<file path="src/sbsd_pkg.sv">
// Package for the serial bit-rate, status and data block.
// Assumes a single system clock domain; shared by the top and the divider.
package sbsd_pkg;
	// Register offsets on the plain register port.
	localparam logic [2:0] ADDR_CTRL_ONE = 3'h0;
	localparam logic [2:0] ADDR_CTRL_TWO = 3'h1;
	localparam logic [2:0] ADDR_BIT_RATE = 3'h2;
	localparam logic [2:0] ADDR_STATUS = 3'h3;
	localparam logic [2:0] ADDR_DATA = 3'h5;
	// Field positions in the bit-rate register.
	localparam int PRESC_LSB = 4;
	localparam int RATE_LSB = 0;
	// Control register one fields.
	localparam int C1_RX_FAULT_IE = 7;
	localparam int C1_ENABLE = 6;
	localparam int C1_TX_IE = 5;
	localparam int C1_MASTER = 4;
	localparam int C1_SEL_OE = 1;
	// Control register two fields.
	localparam int C2_FAULT_EN = 4;
	// Status register fields.
	localparam int ST_RX_FULL = 7;
	localparam int ST_TX_EMPTY = 5;
	localparam int ST_FAULT = 4;
	// Reset values.
	localparam logic [7:0] CTRL_ONE_RST = 8'h04;
	localparam logic [7:0] CTRL_TWO_RST = 8'h00;
	localparam logic [7:0] BIT_RATE_RST = 8'h00;
	// Mask of implemented bits.
	localparam logic [7:0] BIT_RATE_MASK = 8'h77;
	localparam logic [7:0] CTRL_TWO_MASK = 8'h1B;
	// Bits per transfer.
	localparam logic [3:0] BITS_PER_BYTE = 4'h8;
	// Master shift engine states.
	typedef enum logic [1:0] {
		SB_IDLE = 2'b00,
		SB_LOW = 2'b01,
		SB_HIGH = 2'b10
	} sbsd_state_t;
endpackage : sbsd_pkg

</file>
<file path="src/sbsd_top.sv">
// Serial peripheral core: bit-rate generator, status flags and data buffers.
// Assumes one system clock; pins SCK, MISO and select arrive asynchronously.
// Function
// - Prescale code n divides by n+1.
// - Rate code n divides by 2^(n+1).
// - Bus clock, prescaler, divider, master bit clock.
// - Status unused bits zero, writes ignored.
// - Receive-full sets when byte reaches buffer.
// - Receive-full clears: status read, data read.
// - Tx-empty high when room; status read, write clears.
// - Unarmed data write is discarded.
// - Tx interrupt while empty and enabled.
// - Tx-empty sets when byte enters shifter.
// - Idle unit loads shifter within two cycles.
// - Shift done: queued byte loads, else nothing.
// - Fault flag sets when master select low.
// - Fault only master, enabled, no select output.
// - Fault clears: status read, control one write.
// - Data read gives rx buffer; write tx buffer.
// - Master write starts a transfer.
// - Overrun keeps old byte, drops new.
// - Interrupt on rx-full or fault when enabled.
// - No overrun indication at all.
`timescale 1ns/1ps
module sbsd_top import sbsd_pkg::*; (
	input wire logic SYS_CLK_I, // System bus clock.
	input wire logic RESET_N_I, // Asynchronous reset, active low.
	input wire logic CE_I, // Clock enable, freezes state when low.
	input wire logic [2:0] ADDR_I, // Register address.
	input wire logic [7:0] WDATA_I, // Write data.
	input wire logic WR_I, // Write strobe.
	input wire logic RD_I, // Read strobe.
	output logic [7:0] RDATA_O, // Read data, one cycle after strobe.
	output logic IRQ_O, // Interrupt request, active high.
	output logic SCK_O, // Serial clock out in master mode.
	output logic SCK_OE_O, // Serial clock output enable.
	output logic MOSI_O, // Master data out.
	output logic MOSI_OE_O, // Master data output enable.
	output logic MISO_O, // Slave data out.
	output logic MISO_OE_O, // Slave data output enable.
	output logic SS_N_O, // Select output, active low.
	output logic SS_OE_O, // Select output enable.
	input wire logic SCK_I, // Serial clock pin.
	input wire logic MOSI_I, // Master data pin.
	input wire logic MISO_I, // Slave data pin.
	input wire logic SS_N_I // Select pin, active low.
);
	logic [7:0] control_reg_one;
	logic [7:0] ctrl_two;
	logic [7:0] bit_rate_select;
	logic rx_full_flag;
	logic tx_empty_flag;
	logic mode_fault_flag;
	logic [7:0] rx_buf;
	logic [7:0] tx_buf;
	logic [7:0] shifter;
	logic shift_busy;
	logic [3:0] bit_cnt;
	logic rx_armed;
	logic tx_armed;
	logic fault_armed;
	logic sample_bit;
	logic [1:0] sck_sync;
	logic [1:0] mosi_sync;
	logic [1:0] miso_sync;
	logic [1:0] ss_sync;
	logic sck_prev;
	logic ss_prev;
	sbsd_state_t state;
	logic half_tick;
	logic master_select;
	logic mode_fault_enable;
	logic select_output_enable;
	logic unit_on;
	logic tx_irq_enable;
	logic rx_fault_irq_enable;
	logic [7:0] status_view;
	logic st_rd;
	logic data_rd;
	logic data_wr;
	logic c1_wr;
	logic data_accept;
	logic load_shifter;
	logic xfer_done;
	logic slave_rise;
	logic slave_fall;
	logic fault_event;
	logic rx_take;
	logic slave_cut;

	assign master_select = control_reg_one[C1_MASTER];
	assign unit_on = control_reg_one[C1_ENABLE];
	assign tx_irq_enable = control_reg_one[C1_TX_IE];
	assign rx_fault_irq_enable = control_reg_one[C1_RX_FAULT_IE];
	assign select_output_enable = control_reg_one[C1_SEL_OE];
	assign mode_fault_enable = ctrl_two[C2_FAULT_EN];

	// Register port decode; strobes are single-cycle from the master.
	assign st_rd = RD_I && (ADDR_I == ADDR_STATUS);
	assign data_rd = RD_I && (ADDR_I == ADDR_DATA);
	assign data_wr = WR_I && (ADDR_I == ADDR_DATA);
	assign c1_wr = WR_I && (ADDR_I == ADDR_CTRL_ONE);
	assign data_accept = data_wr && tx_armed && tx_empty_flag;

	always_comb begin
		status_view = 8'h00;
		status_view[ST_RX_FULL] = rx_full_flag;
		status_view[ST_TX_EMPTY] = tx_empty_flag;
		status_view[ST_FAULT] = mode_fault_flag;
	end

	// Pin synchronisers; the first stage feeds only the second.
	always_ff @(posedge SYS_CLK_I or negedge RESET_N_I) begin
		if (!RESET_N_I) begin
			sck_sync <= 2'b00;
			mosi_sync <= 2'b00;
			miso_sync <= 2'b00;
			ss_sync <= 2'b11;
		end else if (CE_I) begin
			sck_sync <= {sck_sync[0], SCK_I};
			mosi_sync <= {mosi_sync[0], MOSI_I};
			miso_sync <= {miso_sync[0], MISO_I};
			ss_sync <= {ss_sync[0], SS_N_I};
		end
	end

	// Edge history taken from the second synchroniser stage only.
	always_ff @(posedge SYS_CLK_I or negedge RESET_N_I) begin
		if (!RESET_N_I) begin
			sck_prev <= 1'b0;
			ss_prev <= 1'b1;
		end else if (CE_I) begin
			sck_prev <= sck_sync[1];
			ss_prev <= ss_sync[1];
		end
	end

	// Slave mode uses a fixed format: sample rising, shift falling.
	assign slave_rise = !master_select && unit_on && !ss_sync[1] && sck_sync[1] && !sck_prev;
	assign slave_fall = !master_select && unit_on && !ss_sync[1] && !sck_sync[1] && sck_prev;

	sbsd_rate_div u_rate_div (
		.clk_i(SYS_CLK_I),
		.rst_n_i(RESET_N_I),
		.ce_i(CE_I),
		.run_i(state != SB_IDLE),
		.presc_code_i(bit_rate_select[PRESC_LSB +: 3]),
		.rate_code_i(bit_rate_select[RATE_LSB +: 3]),
		.half_tick_o(half_tick)
	);

	// Idle shifter takes the byte next cycle.
	assign load_shifter = !tx_empty_flag && !shift_busy && unit_on;
	assign xfer_done = shift_busy && (bit_cnt == BITS_PER_BYTE) &&
		((state == SB_HIGH && half_tick) || (slave_fall) || (!master_select && ss_sync[1]));
	// A full buffer takes a new byte only when read in that same cycle.
	assign rx_take = xfer_done && (!rx_full_flag || (data_rd && rx_armed));
	// A select rise before the eighth bit drops a cut slave frame, so the engine never hangs.
	assign slave_cut = !master_select && shift_busy && ss_sync[1] && !ss_prev;

	// Control and bit-rate registers, software written.
	always_ff @(posedge SYS_CLK_I or negedge RESET_N_I) begin
		if (!RESET_N_I) begin
			control_reg_one <= CTRL_ONE_RST;
			ctrl_two <= CTRL_TWO_RST;
			bit_rate_select <= BIT_RATE_RST;
		end else if (CE_I && WR_I) begin
			if (ADDR_I == ADDR_CTRL_ONE) begin
				control_reg_one <= WDATA_I;
			end
			if (ADDR_I == ADDR_CTRL_TWO) begin
				ctrl_two <= WDATA_I & CTRL_TWO_MASK;
			end
			if (ADDR_I == ADDR_BIT_RATE) begin
				bit_rate_select <= WDATA_I & BIT_RATE_MASK;
			end
		end
	end

	// Read data stands one cycle after the strobe and only then.
	always_ff @(posedge SYS_CLK_I or negedge RESET_N_I) begin
		if (!RESET_N_I) begin
			RDATA_O <= 8'h00;
		end else if (CE_I) begin
			RDATA_O <= 8'h00;
			if (RD_I) begin
				case (ADDR_I)
					ADDR_CTRL_ONE: RDATA_O <= control_reg_one;
					ADDR_CTRL_TWO: RDATA_O <= ctrl_two;
					ADDR_BIT_RATE: RDATA_O <= bit_rate_select;
					ADDR_STATUS: RDATA_O <= status_view;
					ADDR_DATA: RDATA_O <= rx_buf;
					default: RDATA_O <= 8'h00;
				endcase
			end
		end
	end

	// Arming bits remember a status read that saw each flag set.
	always_ff @(posedge SYS_CLK_I or negedge RESET_N_I) begin
		if (!RESET_N_I) begin
			rx_armed <= 1'b0;
			tx_armed <= 1'b0;
			fault_armed <= 1'b0;
		end else if (CE_I) begin
			if (st_rd) begin
				rx_armed <= rx_full_flag;
				tx_armed <= tx_empty_flag;
				fault_armed <= mode_fault_flag;
			end else begin
				if (data_rd) begin
					rx_armed <= 1'b0;
				end
				if (data_wr) begin
					tx_armed <= 1'b0;
				end
				if (c1_wr) begin
					fault_armed <= 1'b0;
				end
			end
		end
	end

	// Set on completion; set beats the clear.
	always_ff @(posedge SYS_CLK_I or negedge RESET_N_I) begin
		if (!RESET_N_I) begin
			rx_full_flag <= 1'b0;
			rx_buf <= 8'h00;
		end else if (CE_I) begin
			if (rx_take) begin
				rx_full_flag <= 1'b1;
				// The eighth sample has not been shifted in yet, so it is appended here.
				rx_buf <= {shifter[6:0], sample_bit};
			end else if (data_rd && rx_armed) begin
				rx_full_flag <= 1'b0;
			end
			// Overrun keeps the old byte; nothing records it.
		end
	end

	// Armed write clears; load sets again.
	always_ff @(posedge SYS_CLK_I or negedge RESET_N_I) begin
		if (!RESET_N_I) begin
			tx_empty_flag <= 1'b1;
			tx_buf <= 8'h00;
		end else if (CE_I) begin
			if (load_shifter) begin
				tx_empty_flag <= 1'b1;
			end else if (data_accept) begin
				tx_empty_flag <= 1'b0;
				tx_buf <= WDATA_I;
			end
		end
	end

	// Select low in master mode; only this configuration.
	assign fault_event = master_select && mode_fault_enable && !select_output_enable &&
		unit_on && !ss_sync[1];

	// Armed control-one write clears; a new fault wins.
	always_ff @(posedge SYS_CLK_I or negedge RESET_N_I) begin
		if (!RESET_N_I) begin
			mode_fault_flag <= 1'b0;
		end else if (CE_I) begin
			if (fault_event) begin
				mode_fault_flag <= 1'b1;
			end else if (c1_wr && fault_armed) begin
				mode_fault_flag <= 1'b0;
			end
		end
	end

	// Shift engine. Master starts when a byte loads.
	always_ff @(posedge SYS_CLK_I or negedge RESET_N_I) begin
		if (!RESET_N_I) begin
			state <= SB_IDLE;
			shift_busy <= 1'b0;
			shifter <= 8'h00;
			bit_cnt <= 4'h0;
			sample_bit <= 1'b0;
		end else if (CE_I) begin
			if (load_shifter) begin
				// Queued byte moves in after a shift.
				shifter <= tx_buf;
				shift_busy <= 1'b1;
				bit_cnt <= 4'h0;
				state <= master_select ? SB_LOW : SB_IDLE;
			end else if (xfer_done || fault_event || slave_cut) begin
				// The half tick that ends the frame is taken by this branch, so the last sample goes in here.
				shifter <= {shifter[6:0], sample_bit};
				shift_busy <= 1'b0;
				state <= SB_IDLE;
			end else if (state == SB_LOW && half_tick) begin
				sample_bit <= miso_sync[1];
				bit_cnt <= bit_cnt + 4'h1;
				state <= SB_HIGH;
			end else if (state == SB_HIGH && half_tick) begin
				shifter <= {shifter[6:0], sample_bit};
				state <= SB_LOW;
			end else if (slave_rise) begin
				sample_bit <= mosi_sync[1];
				bit_cnt <= bit_cnt + 4'h1;
			end else if (slave_fall) begin
				shifter <= {shifter[6:0], sample_bit};
			end
		end
	end

	// Pin drivers registered; master clock idles low.
	always_ff @(posedge SYS_CLK_I or negedge RESET_N_I) begin
		if (!RESET_N_I) begin
			SCK_O <= 1'b0;
			SCK_OE_O <= 1'b0;
			MOSI_O <= 1'b0;
			MOSI_OE_O <= 1'b0;
			MISO_O <= 1'b0;
			MISO_OE_O <= 1'b0;
			SS_N_O <= 1'b1;
			SS_OE_O <= 1'b0;
		end else if (CE_I) begin
			SCK_O <= (state == SB_HIGH);
			SCK_OE_O <= unit_on && master_select;
			MOSI_O <= shifter[7];
			MOSI_OE_O <= unit_on && master_select;
			MISO_O <= shifter[7];
			MISO_OE_O <= unit_on && !master_select && !ss_sync[1];
			SS_N_O <= !shift_busy;
			SS_OE_O <= unit_on && master_select && mode_fault_enable && select_output_enable;
		end
	end

	// Transmit request; receive or fault request.
	always_ff @(posedge SYS_CLK_I or negedge RESET_N_I) begin
		if (!RESET_N_I) begin
			IRQ_O <= 1'b0;
		end else if (CE_I) begin
			IRQ_O <= (tx_empty_flag && tx_irq_enable) ||
				((rx_full_flag || mode_fault_flag) && rx_fault_irq_enable);
		end
	end
endmodule : sbsd_top

</file>
<file path="src/sbsd_rate_div.sv">
// Two-stage bit-rate generator: prescaler then power-of-two divider.
// Assumes codes are stable while running; a change does not restart the count.
`timescale 1ns/1ps
module sbsd_rate_div import sbsd_pkg::*; (
	input wire logic clk_i, // System clock.
	input wire logic rst_n_i, // Asynchronous reset, active low.
	input wire logic ce_i, // Clock enable.
	input wire logic run_i, // Count while high, hold in reset when low.
	input wire logic [2:0] presc_code_i, // Prescale code.
	input wire logic [2:0] rate_code_i, // Divider code.
	output logic half_tick_o // Pulse at each half of a bit period.
);
	logic [2:0] presc_cnt;
	logic [7:0] rate_cnt;
	logic presc_tick;
	logic [7:0] half_last;

	// Divider half period is 2 to the code; the last count is that minus one.
	assign half_last = 8'((9'h001 << rate_code_i) - 9'h001);
	assign presc_tick = (presc_cnt == presc_code_i);

	// Prescaler counts code plus one cycles.
	always_ff @(posedge clk_i or negedge rst_n_i) begin
		if (!rst_n_i) begin
			presc_cnt <= 3'h0;
		end else if (ce_i) begin
			if (!run_i || presc_tick) begin
				presc_cnt <= 3'h0;
			end else begin
				presc_cnt <= presc_cnt + 3'h1;
			end
		end
	end

	// Combined division is product of both.
	always_ff @(posedge clk_i or negedge rst_n_i) begin
		if (!rst_n_i) begin
			rate_cnt <= 8'h00;
			half_tick_o <= 1'b0;
		end else if (ce_i) begin
			half_tick_o <= 1'b0;
			if (!run_i) begin
				rate_cnt <= 8'h00;
			end else if (presc_tick) begin
				if (rate_cnt >= half_last) begin
					rate_cnt <= 8'h00;
					half_tick_o <= 1'b1;
				end else begin
					rate_cnt <= rate_cnt + 8'h01;
				end
			end
		end
	end
endmodule : sbsd_rate_div

</file>
<file path="config.mk">
export PLATFORM = sky130hd
export DESIGN_NAME = sbsd_top
export DESIGN_NICKNAME = d
export VERILOG_FILES = /design/src/sbsd_pkg.sv /design/src/sbsd_top.sv /design/src/sbsd_rate_div.sv
export SDC_FILE = /design/constraint.sdc
export NUM_CORES = 1
export LEC_CHECK = 0
export BUFFER_PORTS_ARGS = -buffer_cell sky130_fd_sc_hd__buf_4
export CELL_PAD_IN_SITES_DETAIL_PLACEMENT = 1
export CELL_PAD_IN_SITES_GLOBAL_PLACEMENT = 1
export CORE_MARGIN = 2
export CORE_UTILIZATION = 40
export DETAILED_ROUTE_END_ITERATION = 8
export PLACE_DENSITY = 0.65
export SKIP_CTS_REPAIR_TIMING = 1
export SLEW_MARGIN = 0
export SYNTH_ARGS = -nofsm -noshare
export SYNTH_HDL_FRONTEND = slang
export SYNTH_SLANG_ARGS = --single-unit
</file>
<file path="constraint.sdc">
create_clock -name SYS_CLK_I -period 4 [get_ports SYS_CLK_I]
set_input_delay 1.2 -clock SYS_CLK_I [delete_from_list [all_inputs] [get_ports SYS_CLK_I]]
set_output_delay 1.2 -clock SYS_CLK_I [all_outputs]
set_load 0.02 [all_outputs]
</file>
==> results of run 1 <==
[through the flow]
step                      hold WS (ns)  area [µm²]
after floorplan                 0.4659        4747
after global placement          0.4787        5136
after detailed placement        0.4755        5136
after CTS                       0.4953        5431
after global routing            0.5115        5431
final                           0.4926        5431
[cell usage in the layout, fill, tap and decap left out, drive strengths merged, types with 4 or more instances in the layout]
cell type and count:
nor3 7, nor4 4, mux2i 8, inv 13, mux2 62, xor2 7, a21oi 12, nand3 19
o2bb2ai 9, dfstp 6, a31oi 5, a22oi 4, nand2 52, or3 5, and2 6, nor2 20
ha 13, dfrtp 87, a22o 7, buf 41, nor2b 6, clkbuf 12, o21ai 13
[worst max-delay path by stage]
stage                     cells past startpoint                from  slack, ns                     end
final                                        11  bit_rate_select[1]       1.03  u_rate_div.rate_cnt[0]
after global placement                        6           ADDR_I[1]       0.89               rx_buf[4]
after global routing                         11  bit_rate_select[1]       0.85  u_rate_div.rate_cnt[0]
after CTS                                    11  bit_rate_select[1]       1.01  u_rate_div.rate_cnt[0]
after floorplan                               7           ADDR_I[2]       1.13               rx_buf[0]
after detailed placement                      6           ADDR_I[1]       0.86               rx_buf[1]
[layer usage]
metal	routed length, µm	up-vias
met3	365	15
met2	5209	40
met1	5794	1751
li1	-	1617
met4	156	0
met5	0	-
[cells by family (layout without fill, tap and decap cells)]
kind of cell / Yosys count / in the layout / synth area share (%)
simple gates: 138 / 138 / 14.58
flops: 93 / 93 / 49.18
compound gates: 76 / 76 / 11.97
mux: 70 / 70 / 16.39
buf+inv: 34 / 70 / 3.084
fa+ha+maj: 13 / 13 / 3.427
xor+xnor: 7 / 7 / 1.292
other cells: 1 / 1 / 0.07900
[flip-flops by register name, indices dropped and copies added, names as in the netlist, 2 cells and up]
name	count
state	2
tx_buf	8
bit_rate_select	6
u_rate_div.rate_cnt	8
sck_sync	2
RDATA_O	8
control_reg_one	8
ss_sync	2
mosi_sync	2
shifter	8
miso_sync	2
ctrl_two	4
rx_buf	8
u_rate_div.presc_cnt	3
bit_cnt	4
[critical path, stage by stage, from the launching register on]
cell and delay [ns]:
dfrtp_1 0.46, or3_1 0.42, ha_1 0.28, xor2_1 0.17, nor2_1 0.12, a21oi_1 0.06
ha_1 0.28, nand2_1 0.06, nor4_1 0.24, a21oi_1 0.24, and2_1 0.25, mux2_2 0.27
[power by group]
group	switching [W]	internal (W)	total, W	leakage [nW]
Clock	0.000362	0.000501	0.000864	0.147
Sequential	0.000208	0.00114	0.00135	1.20
Combinational	0.000381	0.000357	0.000738	1.17
[layout make-up]
class                   count  area, µm²
flip-flops and latches     93       2335
fillers                  1243       6085
multi-input cells         305       2266
clock buffers              12      246.5
inverters                  13      48.80
well taps                 143      178.9
repair buffers             41      307.8
clock inverters             4      48.80
==> impl_metrics.json, run 1 <==
{
  "status": "complete, but fails checks",
  "failed_checks": "DRC",
  "rr_startpoint": "bit_rate_select[1]",
  "io_pins": 37,
  "portBuffers": 36,
  "gp_congestion": 0.7853,
  "cts.sinks": 93,
  "endpoint_kind": "register",
  "use_met2_pct": 29.52,
  "synth.area.top_cells": "dfrtp_1, mux2_2, nand2_1",
  "cp_data_arrival_time_ns": 3.20,
  "grt_overflow": 0,
  "num_vias": 3423,
  "drc_errors": 2,
  "worstRegToRegCells": 11,
  "min_delay_worst_endpoint": "u_rate_div.presc_cnt[2]",
  "routed_wl_um": 11530,
  "track_usage_pct": 19.33,
  "coreArea_um2": 11520,
  "timing.final.crit_period_ns": 2.971,
  "grtUsageMet3_pct": 4.017,
  "crit_fanout": 8,
  "cellLeakagePower_nw": 2.512,
  "rsz0062_at_grt": "no",
  "first_iter_violations": 138,
  "cts_buffers": 9,
  "synth_flop_cell": "dfrtp_1",
  "hold-path-cell-count": 1,
  "dieHeight_um": 112.9,
  "power_w": 0.002948,
  "fin_cells": 611,
  "final_max_slew_viol_count": 0,
  "dp.cells": 595,
  "clock.fmax_mhz": 336.6,
  "worstSetupPathType": "reg2reg",
  "insertedDiodeCount": 0,
  "syn2layout_area_growth_pct": 14.42,
  "die-area_um2": 12760,
  "post-place-ws_ns": 0.8636,
  "busiest_layer": "met2",
  "nNetsFinal": 496,
  "fp.dieW_um": 112.9,
  "seq_area_frac_synth_pct": 49.18,
  "rows": 39,
  "async_flop_share_pct": 100.0,
  "ir_drop_mv": 0.2520,
  "via_per_inst": 5.602,
  "cp.required_ns": 4.23,
  "max-slew-margin-rel_pct": 49.87,
  "worstSkewPairLatency_ns": 0.35,
  "syn_inst": 432,
  "clock_path_buffers": 2,
  "power_density_nw_per_um2": 542.8,
  "grtUsageMet1_pct": 27.80,
  "drive_above_1_share_pct": 28.42,
  "reg2reg_to": "u_rate_div.rate_cnt[0]",
  "cts_tree": "done",
  "r2r_slack_ns": 1.03,
  "hold_class": "reg2reg",
  "grt_max_degree": 47,
  "fin_util_pct": 47.16,
  "fin_ws_ns": 1.029,
  "synth-edff-count": 0,
  "synth.most_common_cell": "dfrtp_1",
  "syn_area_um2": 4747,
  "tns_ns": 0,
  "synth_top_area_share_pct": 45.86,
  "dp_hpwl_um": 8378,
  "grt_pass1_wl_um": 19130,
  "antenna_found_initial": 0,
  "synthTopCellsByCount": "dfrtp_1, mux2_2, nand2_1",
  "worst_setup_path_start_kind": "register",
  "ant_nets": 0,
  "start_util_pct": 41.22,
  "cts-root-buf": "clkbuf_16",
  "post-route-period-util_pct": 74.27,
  "drv_cap": 0,
  "clkTransAtPathRegs_ns": 0.06,
  "yosys.area.top_type": "dfrtp_1",
  "synth-seq-cells": 93,
  "synth_cell_types": 60,
  "min_from": "u_rate_div.presc_cnt[2]",
  "yosys_warnings": 0,
  "skew_ns": 0.004834,
  "drtPass1Iterations": 6,
  "avgSynthCellArea_um2": 10.99,
  "wire_per_inst_um": 18.86,
  "setup_viol": 0,
  "finalHoldViolations": 0,
  "worstMarginPinSlew_ns": 0.7491,
  "grt_pass1_vias": 3538,
  "synthesis.nets": 465,
  "htreeDepth": 3
}
Note: power is estimated with default switching activity, not from simulation.
==> run 2: changes to the inputs <==
Settings changed: PLACE_DENSITY 0.65 to 0.68.
Clock period 4 ns to 2.4 ns, I/O delays scaled along.
==> impl_metrics.json, run 2 (synthesized netlist as in run 1, its figures left out) <==
{
  "status": "complete, but fails checks",
  "failed_checks": "DRC, setup timing",
  "multiInputGateArea_um2": 2357,
  "cts.sinks": 93,
  "grt_max_degree": 45,
  "final_cell_mix": "dfrtp_1, buf_4, mux2_2",
  "fin_ws_ns": -0.2161,
  "power_density_nw_per_um2": 901.1,
  "ir_drop_mv": 0.4859,
  "worstRegToRegCells": 12,
  "worstPathCellList": "or3_4 > ha_4 > xor2_1 > nor2_1 > a21oi_2 > ha_1 > nand2_2 > a2bb2oi_2 > and2_1 > buf_4 > a31oi_4 > mux2i_1",
  "start_util_pct": 41.22,
  "rsz0062_at_grt": "yes",
  "routed_wl_um": 12370,
  "finalHoldViolations": 0,
  "drc_errors": 2,
  "grt_pass1_wl_um": 20090,
  "setup_viol": 9,
  "grt_overflow": 0,
  "crit_path_max_incr_delay_ns": 0.40,
  "final_max_slew_viol_count": 0,
  "wire_per_inst_um": 19.33,
  "cp_slowest_cell": "or3_4",
  "worst_setup_path_start_kind": "register",
  "fp.dieW_um": 112.9,
  "wl_met2_um": 6145,
  "die-area_um2": 12760,
  "cts-root-buf": "clkbuf_16",
  "num_vias": 3614,
  "cp.required_ns": 2.63,
  "whs_ns": 0.3030,
  "post-route-period-util_pct": 109.0,
  "via_per_inst": 5.647,
  "cellLeakagePower_nw": 2.687,
  "coreArea_um2": 11520,
  "dr_wl_met3_um": 448,
  "drv_cap": 0,
  "endpoint_kind": "register",
  "antenna_found_initial": 0,
  "post_dp_cell_area_um2": 5406,
  "worstSetupPathType": "reg2reg",
  "clkTransAtPathRegs_ns": 0.07,
  "dp.cells": 624,
  "grt_pass1_vias": 3800,
  "fin_cells": 640,
  "io_pins": 37,
  "worstMarginPinSlew_ns": 0.7310,
  "insertedDiodeCount": 0,
  "crit_fanout": 6,
  "fin_area_um2": 5791,
  "power_w": 0.005218,
  "dp_hpwl_um": 8926,
  "dieHeight_um": 112.9,
  "nNetsFinal": 525,
  "layout_commonest_cell": "dfrtp_1",
  "gp_congestion": 0.8125,
  "hold_class": "in2async",
  "skew_ns": 0.009240,
  "first_iter_violations": 116,
  "max-slew-margin-rel_pct": 50.94,
  "cts_buffers": 9,
  "cp_data_arrival_time_ns": 2.85,
  "ant_nets": 0,
  "cts_tree": "done",
  "drtPass1Iterations": 6,
  "top_layer": "met4",
  "clock.fmax_mhz": 382.3,
  "rows": 39,
  "timing.final.crit_period_ns": 2.616,
  "track_usage_pct": 20.13,
  "htreeDepth": 3,
  "worstSkewPairLatency_ns": 0.35,
  "drt-met1-wl_um": 5585,
  "portBuffers": 36,
  "clock_path_buffers": 2,
  "syn2layout_area_growth_pct": 21.98,
  "num-fill-cells": 1247,
  "drive_above_1_share_pct": 35.61,
  "seq_area_um2": 2335
}
## run 2: cell count changes in the layout (fill, tap and decap cells not counted), sizes merged
| cell | previous run | this run |
|---|---|---|
| clkbuf | 12 | 13 |
| buf | 41 | 70 |
| clkinv | 3 | 2 |
## run 2: report_power, final
part / total, W / internal [W] / switching (W)
registers: 0.00219 / 0.00190 / 0.000290
logic: 0.00157 / 0.000758 / 0.000809
clock network: 0.00146 / 0.000866 / 0.000597
## run 2: metal layers
metal  track usage, %  up-vias
met5                0        -
met4            5.447        0
met3            4.874       16
met2            33.21       53
met1            26.73     1872
li1                 -     1673
## run 2: layout make-up
class,count,area share (%)
multi-input cells,305,40.71
flip-flops and latches,93,40.32
repair buffers,70,9.788
clock buffers,13,4.494
well taps,143,3.090
inverters,13,0.8427
clock inverters,3,0.7563
## run 2: path summary, 6_finish.rpt
check,to,slack [ns],start
worst max-delay path,u_rate_div.rate_cnt[4],-0.22,bit_rate_select[1]
worst min-delay path,u_rate_div.rate_cnt[2],0.30,RESET_N_I
worst max register to register,u_rate_div.rate_cnt[4],-0.22,bit_rate_select[1]
worst min register to register,RDATA_O[3],0.49,RDATA_O[3]
max in group asynchronous,SS_N_O,1.41,RESET_N_I
min in group SYS_CLK_I,RDATA_O[3],0.49,RDATA_O[3]
## run 2: metrics by stage
step	setup TNS, ns	utilization [%]	setup WS (ns)
floorplan	-1.331	-	-0.2820
global placement	-0.4374	46.95	-0.09764
detailed placement	-0.8091	46.95	-0.1326
CTS	-1.300	49.59	-0.2400
global route	-2.438	50.28	-0.3234
finish	-1.415	50.28	-0.2161
## run 2: critical path, delay by kind of cell (launching register included)
| kind | cells | cell delay (ns) |
|---|---|---|
| DFF | 1 | 0.38 |
| AOI/OAI and AO/OA | 3 | 0.40 |
| muxes | 1 | 0.10 |
| xor gates and xnor gates | 1 | 0.15 |
| and+or+nand+nor | 4 | 0.82 |
| buffers and inverters | 1 | 0.16 |
| adders and majority gates | 2 | 0.49 |
